--- config.mk ---
export PLATFORM = sky130hd
export DESIGN_NAME = fcd_host
export DESIGN_NICKNAME = d
export VERILOG_FILES = /design/src/rtl/fcd_pkg.sv /design/src/rtl/fcd_host.sv /design/src/rtl/fcd_skid_buf.sv
export SDC_FILE = /design/constraint.sdc
export NUM_CORES = 1
export LEC_CHECK = 0
export ABC_CLOCK_PERIOD_IN_PS = 13000
export BUFFER_PORTS_ARGS = -buffer_cell sky130_fd_sc_hd__clkbuf_2
export CORE_ASPECT_RATIO = 2
export CORE_MARGIN = 2
export CORE_UTILIZATION = 45
export DETAILED_ROUTE_END_ITERATION = 7
export GPL_TIMING_DRIVEN = 0
export PLACE_DENSITY_LB_ADDON = 0.15
export SLEW_MARGIN = 10
export SYNTH_ARGS = -nofsm -noshare
export SYNTH_HDL_FRONTEND = slang
export SYNTH_SLANG_ARGS = --single-unit
--- constraint.sdc ---
create_clock -name core_clk_i -period 13 [get_ports core_clk_i]
set_input_delay 0.65 -clock core_clk_i [delete_from_list [all_inputs] [get_ports core_clk_i]]
set_output_delay 0.65 -clock core_clk_i [all_outputs]
set_load 0.1 [all_outputs]
--- src/rtl/fcd_pkg.sv ---
// Contract
// - A user filter is an even-length FIR with symmetric impulse response.
// - Coefficients are sign-magnitude: 26 magnitude bits, sign 0 positive, 1 negative.
// - User filter length is a multiple of 12, from 12 to 96 taps.
// - Only half the taps are sent; the device mirrors them.
// - Coefficients go from the symmetry point outward; stored in that order.
// - Signed half-response sum should be 0x3FFFFFF; otherwise gain error.
// - Coefficient padded to 32 bits, sent high word then low word.
// - One 16-bit checksum word follows the last coefficient's second word.
// - Checksum is 16-bit sum of all bytes of the padded words.
// - Download starts by writing control 1 with enable bit and length field.
// - Length code 0000 default; odd codes 1..15 select 6..48 coefficients.
// - Word pairs then checksum follow with no other writes between.
// - Host waits half an internal clock per unused coefficient after checksum.
// - Each register write is an address word then one data word; control 1 is 0x0001.
package fcd_pkg;
  localparam logic [15:0] ADDR_CR1 = 16'h0001;
  localparam int CR_DL_BIT = 15;
  localparam int CR_RDSTAT_BIT = 11;
  localparam int CR_TAP_COUNT_SELECT_LSB = 5;
  localparam int STAT_OK_BIT = 7;
  localparam int HI_PAD_W = 5;
  localparam int MAG_W = 26;
  localparam logic [5:0] MAX_COEF = 6'h30;
  localparam logic [3:0] TAP_COUNT_SELECT_DEFAULT = 4'h0;
  localparam logic [31:0] SUM_TARGET = 32'h03FFFFFF;
  localparam int CLK_PERIOD_NS = 100;
  localparam int ICLK_PERIOD_NS = 200;
  // bus cycle phases: write strobe low in [WR_ON, WR_OFF), chip select off at END
  localparam logic [2:0] PH_WR_ON = 3'h1;
  localparam logic [2:0] PH_WR_OFF = 3'h3;
  localparam logic [2:0] PH_WR_END = 3'h4;
  localparam logic [2:0] PH_RD_SAMP = 3'h4;
  localparam logic [2:0] PH_RD_END = 3'h5;
  localparam logic [15:0] RST_WORD = 16'h0000;

  typedef struct packed {
    logic sign;
    logic [MAG_W-1:0] mag;
  } fcd_coef_t;

  typedef struct packed {
    logic cs_n;
    logic wr_n;
    logic rd_n;
    logic oe;
    logic [15:0] data;
  } fcd_bus_out_t;

  typedef enum logic [10:0] {
    S_IDLE   = 11'h001,
    S_WADDR  = 11'h002,
    S_WCTRL  = 11'h004,
    S_FETCH  = 11'h008,
    S_WHI    = 11'h010,
    S_WLO    = 11'h020,
    S_WSUM   = 11'h040,
    S_ZWAIT  = 11'h080,
    S_WADDR2 = 11'h100,
    S_WCTRL2 = 11'h200,
    S_RSTAT  = 11'h400
  } fcd_state_t;
endpackage : fcd_pkg

--- src/rtl/fcd_host.sv ---
`timescale 1ns/1ps
module fcd_host #(
  parameter int ICLK_NS = fcd_pkg::ICLK_PERIOD_NS
) (
  // clock and reset
  input wire logic core_clk_i,
  input wire logic nrst_i,
  // command from the user side
  input wire logic start_i,
  input wire logic [3:0] tap_count_select_i,
  input wire logic [4:0] rate_bits_i,
  // coefficient stream, centre tap first
  input wire logic coef_valid_i,
  input wire fcd_pkg::fcd_coef_t coef_i,
  output logic coef_ready_o,
  // status to the user side
  output logic busy_o,
  output logic done_o,
  output logic download_ok_flag_o,
  output logic gain_exact_o,
  // parallel register bus of the converter
  output fcd_pkg::fcd_bus_out_t bus_o,
  input wire logic [15:0] bus_data_i
);
  import fcd_pkg::*;

  localparam int HALF_ICLK_DIV = 2 * CLK_PERIOD_NS;

  typedef struct packed {
    fcd_state_t st;
    logic [2:0] ph;
    logic [3:0] sel;
    logic [4:0] low;
    logic [5:0] n;
    logic [5:0] cnt;
    logic [15:0] wait_q;
    logic [15:0] csum;
    logic [31:0] gsum;
    fcd_coef_t coef;
    logic [15:0] s1;
    logic [15:0] s2;
    fcd_bus_out_t bus;
    logic busy;
    logic done;
    logic ok;
    logic gain;
  } fcd_host_state_t;

  fcd_host_state_t q;
  fcd_host_state_t d;
  logic buf_valid;
  logic buf_ready;
  logic [26:0] buf_data;
  fcd_coef_t c;
  logic [31:0] padded;
  logic sel_ok;
  logic [5:0] n_new;
  logic is_wr;
  logic is_bus;
  logic [2:0] last_ph;
  logic ph_end;

  // two-entry buffer decouples the user stream from bus pacing
  fcd_skid_buf #(
    .W(27),
    .DEPTH(2)
  ) u_buf (
    .core_clk_i(core_clk_i),
    .nrst_i(nrst_i),
    .in_valid_i(coef_valid_i),
    .in_data_i(coef_i),
    .in_ready_o(coef_ready_o),
    .out_valid_o(buf_valid),
    .out_data_o(buf_data),
    .out_ready_i(buf_ready)
  );

  // wait after the checksum: half an internal clock per unused coefficient, rounded up
  function automatic logic [15:0] zero_ticks(input logic [5:0] n);
    int unused;
    int t;
    unused = int'(MAX_COEF) - int'(n);
    t = (unused * ICLK_NS + HALF_ICLK_DIV - 1) / HALF_ICLK_DIV;
    return 16'(t);
  endfunction : zero_ticks

  function automatic logic wr_state(input fcd_state_t s);
    return (s == S_WADDR) || (s == S_WCTRL) || (s == S_WHI) || (s == S_WLO)
        || (s == S_WSUM) || (s == S_WADDR2) || (s == S_WCTRL2);
  endfunction : wr_state

  // word driven in each write state
  function automatic logic [15:0] word_of(input fcd_host_state_t s);
    logic [15:0] w;
    w = RST_WORD;
    case (s.st)
      S_WADDR, S_WADDR2: w = ADDR_CR1;
      S_WCTRL: begin
        w[CR_TAP_COUNT_SELECT_LSB +: 4] = s.sel;
        w[CR_DL_BIT] = (s.sel != TAP_COUNT_SELECT_DEFAULT);
        w[4:0] = s.low;
      end
      S_WCTRL2: begin
        w[CR_TAP_COUNT_SELECT_LSB +: 4] = s.sel;
        w[CR_RDSTAT_BIT] = 1'b1;
        w[4:0] = s.low;
      end
      S_WHI: w = {{HI_PAD_W{1'b0}}, s.coef.sign, s.coef.mag[25:16]};
      S_WLO: w = s.coef.mag[15:0];
      S_WSUM: w = s.csum;
      default: w = RST_WORD;
    endcase
    return w;
  endfunction : word_of

  assign c = fcd_coef_t'(buf_data);
  assign padded = {{HI_PAD_W{1'b0}}, c.sign, c.mag};
  assign buf_ready = (q.st == S_FETCH);
  // only the default code or an odd code gives a legal half length
  assign sel_ok = (tap_count_select_i == TAP_COUNT_SELECT_DEFAULT) || tap_count_select_i[0];
  assign n_new = 6'(({2'b00, tap_count_select_i} + 6'h01) * 6'h03);
  assign is_wr = wr_state(q.st);
  assign is_bus = is_wr || (q.st == S_RSTAT);
  assign last_ph = (q.st == S_RSTAT) ? PH_RD_END : PH_WR_END;
  assign ph_end = is_bus && (q.ph == last_ph);

  // sequencer: one bus cycle per write or read state, advancing when its last phase ends
  always_comb begin
    d = q;
    d.done = 1'b0;
    d.s1 = bus_data_i;
    d.s2 = q.s1;
    if (is_bus) begin
      d.ph = ph_end ? 3'h0 : q.ph + 3'h1;
    end
    case (q.st)
      S_IDLE: begin
        if (start_i && sel_ok) begin
          d.sel = tap_count_select_i;
          d.low = rate_bits_i;
          d.n = n_new;
          d.cnt = 6'h00;
          d.csum = 16'h0000;
          d.gsum = 32'h00000000;
          d.ok = 1'b0;
          d.gain = 1'b0;
          d.ph = 3'h0;
          d.st = S_WADDR;
        end
      end
      S_WADDR: begin
        if (ph_end) begin
          d.st = S_WCTRL;
        end
      end
      S_WCTRL: begin
        // the default code needs no download; the device keeps its own set
        if (ph_end && q.sel == TAP_COUNT_SELECT_DEFAULT) begin
          d.st = S_IDLE;
          d.done = 1'b1;
        end else if (ph_end) begin
          d.st = S_FETCH;
        end
      end
      S_FETCH: begin
        // words go out in arrival order, so the user supplies centre first
        if (buf_valid) begin
          d.coef = c;
          d.csum = q.csum + 16'(padded[31:24]) + 16'(padded[23:16])
                 + 16'(padded[15:8]) + 16'(padded[7:0]);
          d.gsum = c.sign ? q.gsum - 32'(c.mag) : q.gsum + 32'(c.mag);
          d.ph = 3'h0;
          d.st = S_WHI;
        end
      end
      S_WHI: begin
        if (ph_end) begin
          d.st = S_WLO;
        end
      end
      S_WLO: begin
        if (ph_end) begin
          d.cnt = q.cnt + 6'h01;
          d.st = (q.cnt == q.n - 6'h01) ? S_WSUM : S_FETCH;
        end
      end
      S_WSUM: begin
        if (ph_end) begin
          d.gain = (q.gsum == SUM_TARGET);
          d.wait_q = zero_ticks(q.n);
          d.st = (zero_ticks(q.n) != 16'h0000) ? S_ZWAIT : S_WADDR2;
        end
      end
      S_ZWAIT: begin
        // device is filling unused taps with zeros; the bus stays idle
        d.wait_q = q.wait_q - 16'h0001;
        if (q.wait_q == 16'h0001) begin
          d.ph = 3'h0;
          d.st = S_WADDR2;
        end
      end
      S_WADDR2: begin
        if (ph_end) begin
          d.st = S_WCTRL2;
        end
      end
      S_WCTRL2: begin
        if (ph_end) begin
          d.st = S_RSTAT;
        end
      end
      S_RSTAT: begin
        // sample late in the strobe so the synchroniser has the settled word
        if (q.ph == PH_RD_SAMP) begin
          d.ok = q.s2[STAT_OK_BIT];
        end
        if (ph_end) begin
          d.st = S_IDLE;
          d.done = 1'b1;
        end
      end
      default: begin
        d.st = S_IDLE;
      end
    endcase
    // pins are computed from the next state so they leave a flop
    d.busy = (d.st != S_IDLE);
    d.bus.cs_n = !((wr_state(d.st) || d.st == S_RSTAT)
        && d.ph != ((d.st == S_RSTAT) ? PH_RD_END : PH_WR_END));
    d.bus.wr_n = !(wr_state(d.st) && d.ph >= PH_WR_ON && d.ph < PH_WR_OFF);
    d.bus.rd_n = !(d.st == S_RSTAT && d.ph >= 3'h1 && d.ph < PH_RD_END);
    d.bus.oe = wr_state(d.st) && d.ph != PH_WR_END;
    d.bus.data = word_of(d);
  end

  // reset forgets any earlier download, matching the device's volatile set
  always_ff @(posedge core_clk_i or negedge nrst_i) begin
    if (!nrst_i) begin
      q <= '{st: S_IDLE, ph: 3'h0, sel: 4'h0, low: 5'h00, n: 6'h00,
             cnt: 6'h00, wait_q: 16'h0000, csum: 16'h0000,
             gsum: 32'h00000000, coef: '0, s1: 16'h0000, s2: 16'h0000,
             bus: '{cs_n: 1'b1, wr_n: 1'b1, rd_n: 1'b1, oe: 1'b0,
                    data: 16'h0000},
             busy: 1'b0, done: 1'b0, ok: 1'b0, gain: 1'b0};
    end else begin
      q <= d;
    end
  end

  assign busy_o = q.busy;
  assign done_o = q.done;
  assign download_ok_flag_o = q.ok;
  assign gain_exact_o = q.gain;
  assign bus_o = q.bus;
endmodule : fcd_host

--- src/rtl/fcd_skid_buf.sv ---
`timescale 1ns/1ps
module fcd_skid_buf #(
  parameter int W = 27,
  parameter int DEPTH = 2
) (
  // clock and reset
  input wire logic core_clk_i,
  input wire logic nrst_i,
  // fill side
  input wire logic in_valid_i,
  input wire logic [W-1:0] in_data_i,
  output logic in_ready_o,
  // drain side
  output logic out_valid_o,
  output logic [W-1:0] out_data_o,
  input wire logic out_ready_i
);
  localparam int AW = (DEPTH > 1) ? $clog2(DEPTH) : 1;
  localparam logic [AW:0] CNT_FULL = (AW+1)'(DEPTH);

  typedef struct packed {
    logic [DEPTH-1:0][W-1:0] mem;
    logic [AW-1:0] wp;
    logic [AW-1:0] rp;
    logic [AW:0] cnt;
    logic rdy;
    logic empty;
  } fcd_buf_state_t;

  fcd_buf_state_t q;
  fcd_buf_state_t d;
  logic push;
  logic pop;

  // ready and empty are flops so both handshakes come straight from registers
  always_comb begin
    d = q;
    push = in_valid_i && q.rdy;
    pop = out_ready_i && !q.empty;
    if (push) begin
      d.mem[q.wp] = in_data_i;
      d.wp = (q.wp == AW'(DEPTH - 1)) ? '0 : q.wp + 1'b1;
    end
    if (pop) begin
      d.rp = (q.rp == AW'(DEPTH - 1)) ? '0 : q.rp + 1'b1;
    end
    d.cnt = q.cnt + (AW+1)'(push) - (AW+1)'(pop);
    d.rdy = (d.cnt != CNT_FULL);
    d.empty = (d.cnt == '0);
  end

  always_ff @(posedge core_clk_i or negedge nrst_i) begin
    if (!nrst_i) begin
      q <= '{mem: '0, wp: '0, rp: '0, cnt: '0, rdy: 1'b1, empty: 1'b1};
    end else begin
      q <= d;
    end
  end

  assign in_ready_o = q.rdy;
  assign out_valid_o = !q.empty;
  assign out_data_o = q.mem[q.rp];
endmodule : fcd_skid_buf

Yosys cells after proc, flatten, opt, wreduce, memory -nomap -nowiden
Cells that the tools add are included.
{ "op_classes": {"n_addsub": 18, "multipliers": 2, "div_mod_pow": 1, "n_lt_le_gt_ge": 6, "n_eq_ne": 33, "muxes": 50, "reduce_logical": 49} }
{ "ops": {"columns": ["cell", "n"], "rows": [
  ["case mux 11 bit (11 select lines)", 1],
  ["2-to-1 mux 27 bit", 4],
  ["2-to-1 mux 11 bit", 9],
  ["case mux 48 bit (2 select lines)", 1],
  ["2-to-1 mux 75 bit", 1],
  ["bitwise mux 54 bit", 1],
  ["adder 16 x 8 -> 16 bit", 3],
  ["2-to-1 mux 48 bit", 1],
  ["case mux 9 bit (5 select lines)", 1],
  ["2-to-1 mux 35 bit", 1],
  ["adder 32 x 26 -> 32 bit", 1],
  ["divider 32 x 9 -> 32 bit, second input constant", 1],
  ["== test 32 x 26 -> 1 bit, second input constant", 1],
  ["2-to-1 mux 32 bit", 1],
  ["case mux 16 bit (2 select lines)", 1],
  ["subtractor 32 x 26 -> 32 bit", 1],
  ["2-to-1 mux 14 bit", 2],
  ["demux 27 bit (select 1 bit)", 1],
  ["== test 11 x 10 -> 1 bit, second input constant", 2],
  ["== test 11 bit, second input constant", 2],
  ["== test 11 x 2 -> 1 bit, second input constant", 2],
  ["== test 11 x 3 -> 1 bit, second input constant", 2],
  ["== test 11 x 5 -> 1 bit, second input constant", 2],
  ["== test 11 x 6 -> 1 bit, second input constant", 2],
  ["58 further kinds", 115]
]} }
{ "totals": {"regBits": 226, "input_bits": 56, "out_inout_bits": 25, "wordCells": 188} }

Logic depth before layout (Yosys ltp)
Gate-level depths: netlist of the first run.
{ "logic_depth": {"word_depth": 23, "depth_mapped": 49, "depth_no_buf": 44} }

Hierarchy
Synthesis of the first run repeated with hierarchy kept, for this count alone.
{ "unflattened": {"hier_cells": 1780, "area_unflattened_um2": 16354.4} }
{ "by_module_without_submodules": {"columns": ["module", "n_inst", "cells_each", "area_each_um2", "seq_area_each_um2"], "rows": [
  ["fcd_host", 1, 1615, 13679.4, 3808.7],
  ["fcd_skid_buf", 1, 165, 2675.1, 1503.9]
]} }

Worst setup path after synthesis of the first run
OpenSTA, ideal clock, no wires.
{ "synth_path": {"path_kind": "flip-flop to flip-flop", "from": "register q[153] (netlist bit)", "to": "register q, in the netlist bus_o[18]", "setup_ns": 0.094, "arrival_time_ns": 10.299, "required_ns": 12.906, "setup_slack_ns": 2.607, "stages_incl_launch_ff": 46, "path_buffers": 3, "synth_period_minus_slack_ns": 10.393, "path_cell_list": "dfrtp_1 buf_2 inv_1 ha_1 or3b_4 xnor2_1 ha_1 fa_1 ha_1 ha_1 o21a_1 a2111oi_4 nand2_2 nor3_4 nand2_2 nand2_1 inv_2 mux2_1 (+10 left out) or4_4 o31a_2 o32a_1 a211oi_2 o211a_2 o211ai_1 nand2_1 inv_1 ha_1 a21oi_1 mux2_2 nor3_1 nor4b_2 and3_1 nand4_1 o31ai_4 nor3_1 or4_1"} }
{ "synth_lines": {"columns": ["element", "line", "rtl"], "rows": [
  ["start: declaration", "fcd_host.sv:49", "fcd_host_state_t q;"],
  ["start signal: assignment", "fcd_host.sv:239", "q <= '{st: S_IDLE, ph: 3'h0, sel: 4'h0, low: 5'h00, n: 6'h00,"]
]} }

==> metrics.md, run 1 <==
| Metric | Value |
|---|---|
| Least-Margin Pin Slew | 1.26 ns |
| Setup TNS | 0 ns |
| Worst-path clk slew | 0.06 ns |
| Post-synth top cells | dfrtp_1 (206), nand2_1 (186), o21ai_0 (146) |
| RSZ-0062 raised after global routing | no |
| Die width | 137 um |
| Root buf cell | clkbuf_16 |
| Max Cap Viol | 0 |
| CP peak stage delay | 0.55 ns |
| Share of Yosys cell area claimed by the top area cell type | 32.4% |
| Starting Density | 45.5% |
| Worst reg2reg setup slack | 0.61 ns |
| Slew Limit Fails | 0 |
| Syn Area/Cell | 9.01 um2 |
| Startpoint Class | flop |
| Layout area overhead | 11.1% |
| Chip height | 270 um |
| CTS tree | built |
| RR Endpoint | bus_o[18] |
| Ports | 81 |
| ANT cells | 0 |
| Crit path max-delay cell type | a2111oi_2 |
| Sequential element share of the synthesized area | 33.4% |
| Worst r2r src | q[153] |
| ANT nets after route | 0 |
| Outcome | complete, no violations |
| Finish-stage setup viols | 0 |
| Worst Setup Path Type | flop to flop |
| Min Hold Slack | 0.0586 ns |
| Wire per inst | 20.7 um |
| Placer Congestion | 0.958 |
| Port Buffer Count | 65 |
| Remaining global-route overflow | 0 |
| FP Rows | 97 |
| Critical Path AT | 12.84 ns |
| Mapped Area | 15900 um2 |
| Sink Count | 212 |
| Synth Register Bits | 212 |
| Worst-path fanout max | 9 |
| Fraction of layout cells with a size suffix above 1 | 15.0% |
| Max_slew headroom | 14.7% |
| Antenna violations before repair | 0 |
| Cell with the most instances after synthesis | dfrtp_1 |
| Post-synth EDFFs | 0 |
| Worst Path Required | 13.45 ns |
| GRT Total Usage | 26.2% |
| Ranking of synthesized cells by area | dfrtp_1 (32%), ha_1 (7.2%), mux2_2 (4.6%) |
| Fin cells | 2317 |
| Distinct cell type count after synthesis | 115 |
| Crit path capture type | flop |
| Top_reg_cell synth | dfrtp_1 |
| DIE AREA | 36900 um2 |
| Endpoints failing hold | 0 |
| Async SR Flop Fraction | 100% |
| DR vias/cell | 5.95 |
| Vias in the first global route | 14300 |
| DR iter-0 viols | 610 |
| Largest net degree at the start of global routing | 107 |
| Core area | 35000 um2 |
| Most frequent CP cell | ha_1 |
| Post-Place Cells | 2277 |
| Total number of vias | 13800 |
| Tcrit/Tclk final | 95.3% |
| R2R depth | 44 |
| DPL Wire Length | 38000 um |
| HP Class | primary input to asynchronous set/reset pin |
| # DRC | 0 |
| Final WL | 47900 um |
| Final design instance area without fill | 17700 um2 |
| Max Clock Freq | 80.7 MHz |
| Global-route wire length before repair | 75000 um |
| Clock latency on the worst-skew pair | 0.54 ns |
| Num CTS Buffers | 22 |
| Min cycle time layout | 12.39 ns |
| Layout Nets | 2026 |
| H-tree depth | 1 |
| Yosys warning count | 0 |
| Syn Nets | 1935 |
| Clock Tree Buf Depth | 3 |
| Top cell type by total area after synthesis | dfrtp_1 |
| Placed inst area | 16800 um2 |
| DRT Pass-1 Iters | 7 |
| Post-Syn Instances | 1765 |
| Skew final | 0.0199 ns |
| Fillers | 3389 |
==> through the flow <==
| step | utilization [%] | setup WS [ns] |
|---|---|---|
| 4_1_cts | 50.4 | 0.498 |
| 6_report | 50.5 | 0.613 |
| 3_3_place_gp | 48.0 | 0.607 |
| 5_1_grt | 50.5 | 0.0641 |
| 2_1_floorplan | - | 2.61 |
| 3_5_place_dp | 48.2 | 0.539 |
==> timing repair <==
action / in CTS / in global routing
buffers inserted: 0 / 0
setup endpoints to repair: 0 / 2
resized for setup: 0 / 7
endpoints found under the hold margin: 0 / 0
hold buffers: 0 / 0
==> sequential cells by signal, summed over array words and instances (netlist names) <==
register	flops
q	127
u_buf.q	59
bus_o	20
busy_o	1
d	1
done_o	1
download_ok_flag_o	1
gain_exact_o	1
u_buf.in_ready_o	1
==> placed cells by master, fill, tap and decap left out, types with 10 or more instances in the layout <==
cell	n
clkbuf_1	43
nand4_1	19
nor4_1	15
o31ai_1	21
nor3b_1	10
nor2b_1	11
o211ai_1	16
o21ai_0	146
nand2_1	186
o21a_1	10
a22o_1	10
clkbuf_16	22
buf_4	29
and2_1	13
fa_1	23
dfrtp_1	206
nor3_1	42
xnor2_1	72
a222oi_1	11
a211oi_1	10
nand2b_1	22
clkbuf_2	64
or3_1	16
a21oi_1	92
and3_1	14
xor2_1	44
nand3_1	59
mux2_2	65
inv_1	92
ha_1	91
nor2_1	115
mux2i_1	34
==> per-layer routing <==
layer | vias to the layer above | track usage (%) | part of all wire, %
met5 | - | 0 | 0
met4 | 0 | 17.3 | 7.7
met3 | 154 | 2.65 | 3.0
met2 | 378 | 51.1 | 56
met1 | 6704 | 24.7 | 34
li1 | 6539 | - | -
==> layout make-up <==
class                      count  area (um2)  share of cell area (%)
clock buffer                  31         614                    3.48
multi-input combinational   1371        9790                    55.4
timing repair buffer          67         389                    2.20
clock inverter                 9         160                   0.907
sequential                   212        5310                    30.1
buffer                        87         483                    2.73
tap                          445         557                    3.15
inverter                      95         357                    2.02
==> logic make-up after synthesis <==
group / count (synthesis) / synth area share (%)
buffers and inverters: 182 / 5.28
adder cells (fa/ha/maj): 114 / 10.1
flip-flops: 212 / 33.4
AO/OA/AOI/OAI: 463 / 19.8
multiplexers: 102 / 7.00
XOR/XNOR: 119 / 6.56
AND/OR/NAND/NOR: 573 / 17.9
==> how the worst max path moves through the flow <==
stage,depth (start not counted),from,to
after floorplan,45,q[153],bus_o[18]
final,44,q[153],bus_o[18]
after CTS,43,q[153],bus_o[18]
after detailed placement,43,q[153],bus_o[18]
after global placement,43,q[153],bus_o[18]
after global routing,45,q[153],bus_o[18]
==> critical path: cells and delay by family, from the launching register on <==
family,cells,cell delay [ns]
xor gates and xnor gates,1,0.38
and+or+nand+nor,17,4.47
buffers and inverters,5,0.58
AOI/OAI and AO/OA,13,4.01
muxes,2,0.54
adders and majority gates,6,1.90
DFF,1,0.40
Power of run 1 is not shown: default switching activity piles up to over one toggle a cycle in this logic, so the estimate is an artifact.
==> run 2, diff against run 1 <==
--- a/config.mk
+++ b/config.mk
@@ -7,9 +7,11 @@
 export LEC_CHECK = 0
 export ABC_CLOCK_PERIOD_IN_PS = 13000
 export BUFFER_PORTS_ARGS = -buffer_cell sky130_fd_sc_hd__clkbuf_2
+export CELL_PAD_IN_SITES_DETAIL_PLACEMENT = 0
+export CELL_PAD_IN_SITES_GLOBAL_PLACEMENT = 2
 export CORE_ASPECT_RATIO = 2
 export CORE_MARGIN = 2
-export CORE_UTILIZATION = 45
+export CORE_UTILIZATION = 40
 export DETAILED_ROUTE_END_ITERATION = 7
 export GPL_TIMING_DRIVEN = 0
 export PLACE_DENSITY_LB_ADDON = 0.15
==> run 2 against run 1 <==
Sequential share of layout area is 0.26 points lower. Global-route usage is 2.3 points lower. Hold slack worse by 0.051 ns. First-iteration DRC count is 3.0% higher. Fmax is 1.4% higher. Clock-buffer cell count is 2 lower. Critical path depth is 2 lower. Utilization is 5.2 points lower. Via count is 1.4% lower. Non-clock buffer count stayed put.
==> metrics.md, run 2 (synthesis gave the netlist of run 1 again) <==
| Metric | Value |
|---|---|
| Slew Limit Fails | 0 (unchanged) |
| Layout area overhead | 12.1% |
| DIE AREA | 41400 um2 (+12%) |
| Skew final | 0.0173 ns (-0.00260 ns) |
| Port Buffer Count | 65 (unchanged) |
| DR iter-0 viols | 628 (+3.0%) |
| Antenna violations before repair | 0 (unchanged) |
| CP peak stage delay | 0.59 ns (+0.04 ns) |
| Final WL | 49700 um (+3.7%) |
| Crit path max-delay cell type | a2111oi_2 |
| Global-route wire length before repair | 78300 um (+4.4%) |
| Crit path depth | 42 (-4.5%) |
| FP Rows | 103 (+6.2%) |
| Max Cap Viol | 0 (unchanged) |
| Post-CTS Setup Inserts | 0 (unchanged) |
| Worst-path fanout max | 9 (unchanged) |
| Starting Density | 40.4% (-5.0 points) |
| Die width | 145 um (+5.9%) |
| Num CTS Buffers | 23 (+4.5%) |
| DR vias/cell | 5.66 (-4.8%) |
| Fin cells | 2399 (+3.5%) |
| Finished Core Util | 45.3% (-5.2 points) |
| Chip height | 286 um (+6.0%) |
| Largest net degree at the start of global routing | 94 (-12%) |
| Post-Place Cells | 2357 (+3.5%) |
| Worst Path Required | 13.46 ns (about the same) |
| Fillers | 3950 (+17%) |
| Tcrit/Tclk final | 94.0% (-1.3 points) |
| Root buf cell | clkbuf_16 |
| Startpoint Class | flop |
| Outcome | complete, no violations |
| CTS tree | built |
| Wire per inst | 20.7 um (+0.19%) |
| Finish-stage setup viols | 0 (unchanged) |
| Max_slew headroom | 22.9% (+8.2 points) |
| Critical path buffers and inverters | 4 (-1) |
| Layout Nets | 2027 (+0.049%) |
| Setup crit end | bus_o[18] |
| RSZ-0062 raised after global routing | no |
| Worst Setup Path Type | flop to flop |
| Worst r2r src | q[153] |
| Worst reg2reg setup slack | 0.78 ns (+0.17 ns) |
| Max Clock Freq | 81.8 MHz (+1.4%) |
| Fraction of layout cells with a size suffix above 1 | 15.2% (+0.20 points) |
| ANT nets after route | 0 (unchanged) |
| Clock Tree Buf Depth | 3 (unchanged) |
| Worst-path clk slew | 0.06 ns (about the same) |
| RR Endpoint | bus_o[18] |
| Worst Setup SP | q[153] |
| Least-Margin Pin Slew | 1.15 ns (-0.115 ns) |
| Critical Path AT | 12.68 ns (-0.16 ns) |
| Top reg by flops | q |
| R2R depth | 42 (-4.5%) |
| DRT Pass-1 Iters | 6 (-1) |
| Commonest non-fill, non-tap cell in the layout | dfrtp_1 |
| Vias in the first global route | 14300 (+0.15%) |
| Total number of vias | 13600 (-1.4%) |
| Remaining global-route overflow | 0 (unchanged) |
| CP delay by family, top | compound AO/OA/AOI/OAI gates |
| Commonest cells after routing, fill and taps aside | dfrtp_1 (206), nand2_1 (186), o21ai_0 (146) |
| Number of flip-flops under the largest register name | 127 (unchanged) |
| Most frequent CP cell | ha_1 |
| ANT cells | 0 (unchanged) |
| Core area | 39300 um2 (+12%) |
| Placer Congestion | 0.910 (-5.0%) |
| Endpoints failing hold | 0 (unchanged) |
| DPL Wire Length | 39800 um (+4.8%) |
| GRT Total Usage | 23.9% (-2.3 points) |
| H-tree depth | 1 (unchanged) |
| Clock latency on the worst-skew pair | 0.55 ns (about the same) |
| Crit path capture type | flop |
| # DRC | 0 (unchanged) |
| Min cycle time layout | 12.22 ns (-0.167 ns) |
| Ports | 81 (unchanged) |
| Setup TNS | 0 ns (unchanged) |
| HP Class | primary input to asynchronous set/reset pin |
| Sink Count | 212 (unchanged) |
[run 2: changes by cell type in the layout (fill, tap and decap cells not counted), sizes merged]
cell,delta
bufinv,+1
clkbuf,-2
clkinv,-1
clkinvlp,+3
inv,+1
[run 2: worst min-delay path by stage]
stage	start	endpoint	slack (ns)
3_5_place_dp	d[31]	q[31]	0.35
3_3_place_gp	d[31]	q[31]	0.34
2_1_floorplan	d[31]	q[31]	0.33
6_report	nrst_i	bus_o[4]	0.008
5_1_grt	nrst_i	bus_o[4]	0.02
4_1_cts	nrst_i	bus_o[4]	0.01
[run 2: metal layers]
| metal | routed length [um] | GRT usage [%] | vias to the layer above |
|---|---|---|---|
| met1 | 17000 | 22.8 | 6665 |
| met4 | 2850 | 12.2 | 0 |
| met5 | 0 | 0 | - |
| met2 | 28700 | 49.8 | 277 |
| li1 | - | - | 6528 |
| met3 | 1200 | 1.93 | 113 |
[run 2: repair_timing]
action	CTS	global route
endpoints found under the setup margin	0	4
resized for setup	0	8
hold buffers	0	0
[run 2: worst register-to-register path: cells and delay by family (launching register included)]
kind / cells / cell delay, ns
multiplexers: 1 / 0.38
flip-flops: 1 / 0.41
buffers and inverters: 4 / 0.48
AND/OR/NAND/NOR: 18 / 4.27
adder cells (fa/ha/maj): 6 / 1.88
AO/OA/AOI/OAI: 12 / 4.41
XOR/XNOR: 1 / 0.32
[run 2: final cells by class]
type | count | area (um2) | share of cell area (%)
multi-input cells | 1371 | 9790 | 55.0
flip-flops and latches | 212 | 5310 | 29.8
well taps | 525 | 657 | 3.69
clock buffers | 29 | 608 | 3.41
plain buffers | 87 | 483 | 2.71
repair buffers | 67 | 389 | 2.18
inverters | 95 | 357 | 2.00
clock inverters | 13 | 220 | 1.24
[run 2: per-stage QoR]
| step | setup WS (ns) | hold WS, ns | instance area, um2 |
|---|---|---|---|
| floorplan | 2.61 | 0.331 | 15900 |
| global placement | 0.592 | 0.342 | 16900 |
| detailed placement | 0.524 | 0.352 | 16900 |
| CTS | 0.460 | 0.0113 | 17800 |
| global route | 0.0440 | 0.0178 | 17800 |
| finish | 0.780 | 0.00792 | 17800 |
Power of run 2 is left out for the same reason.
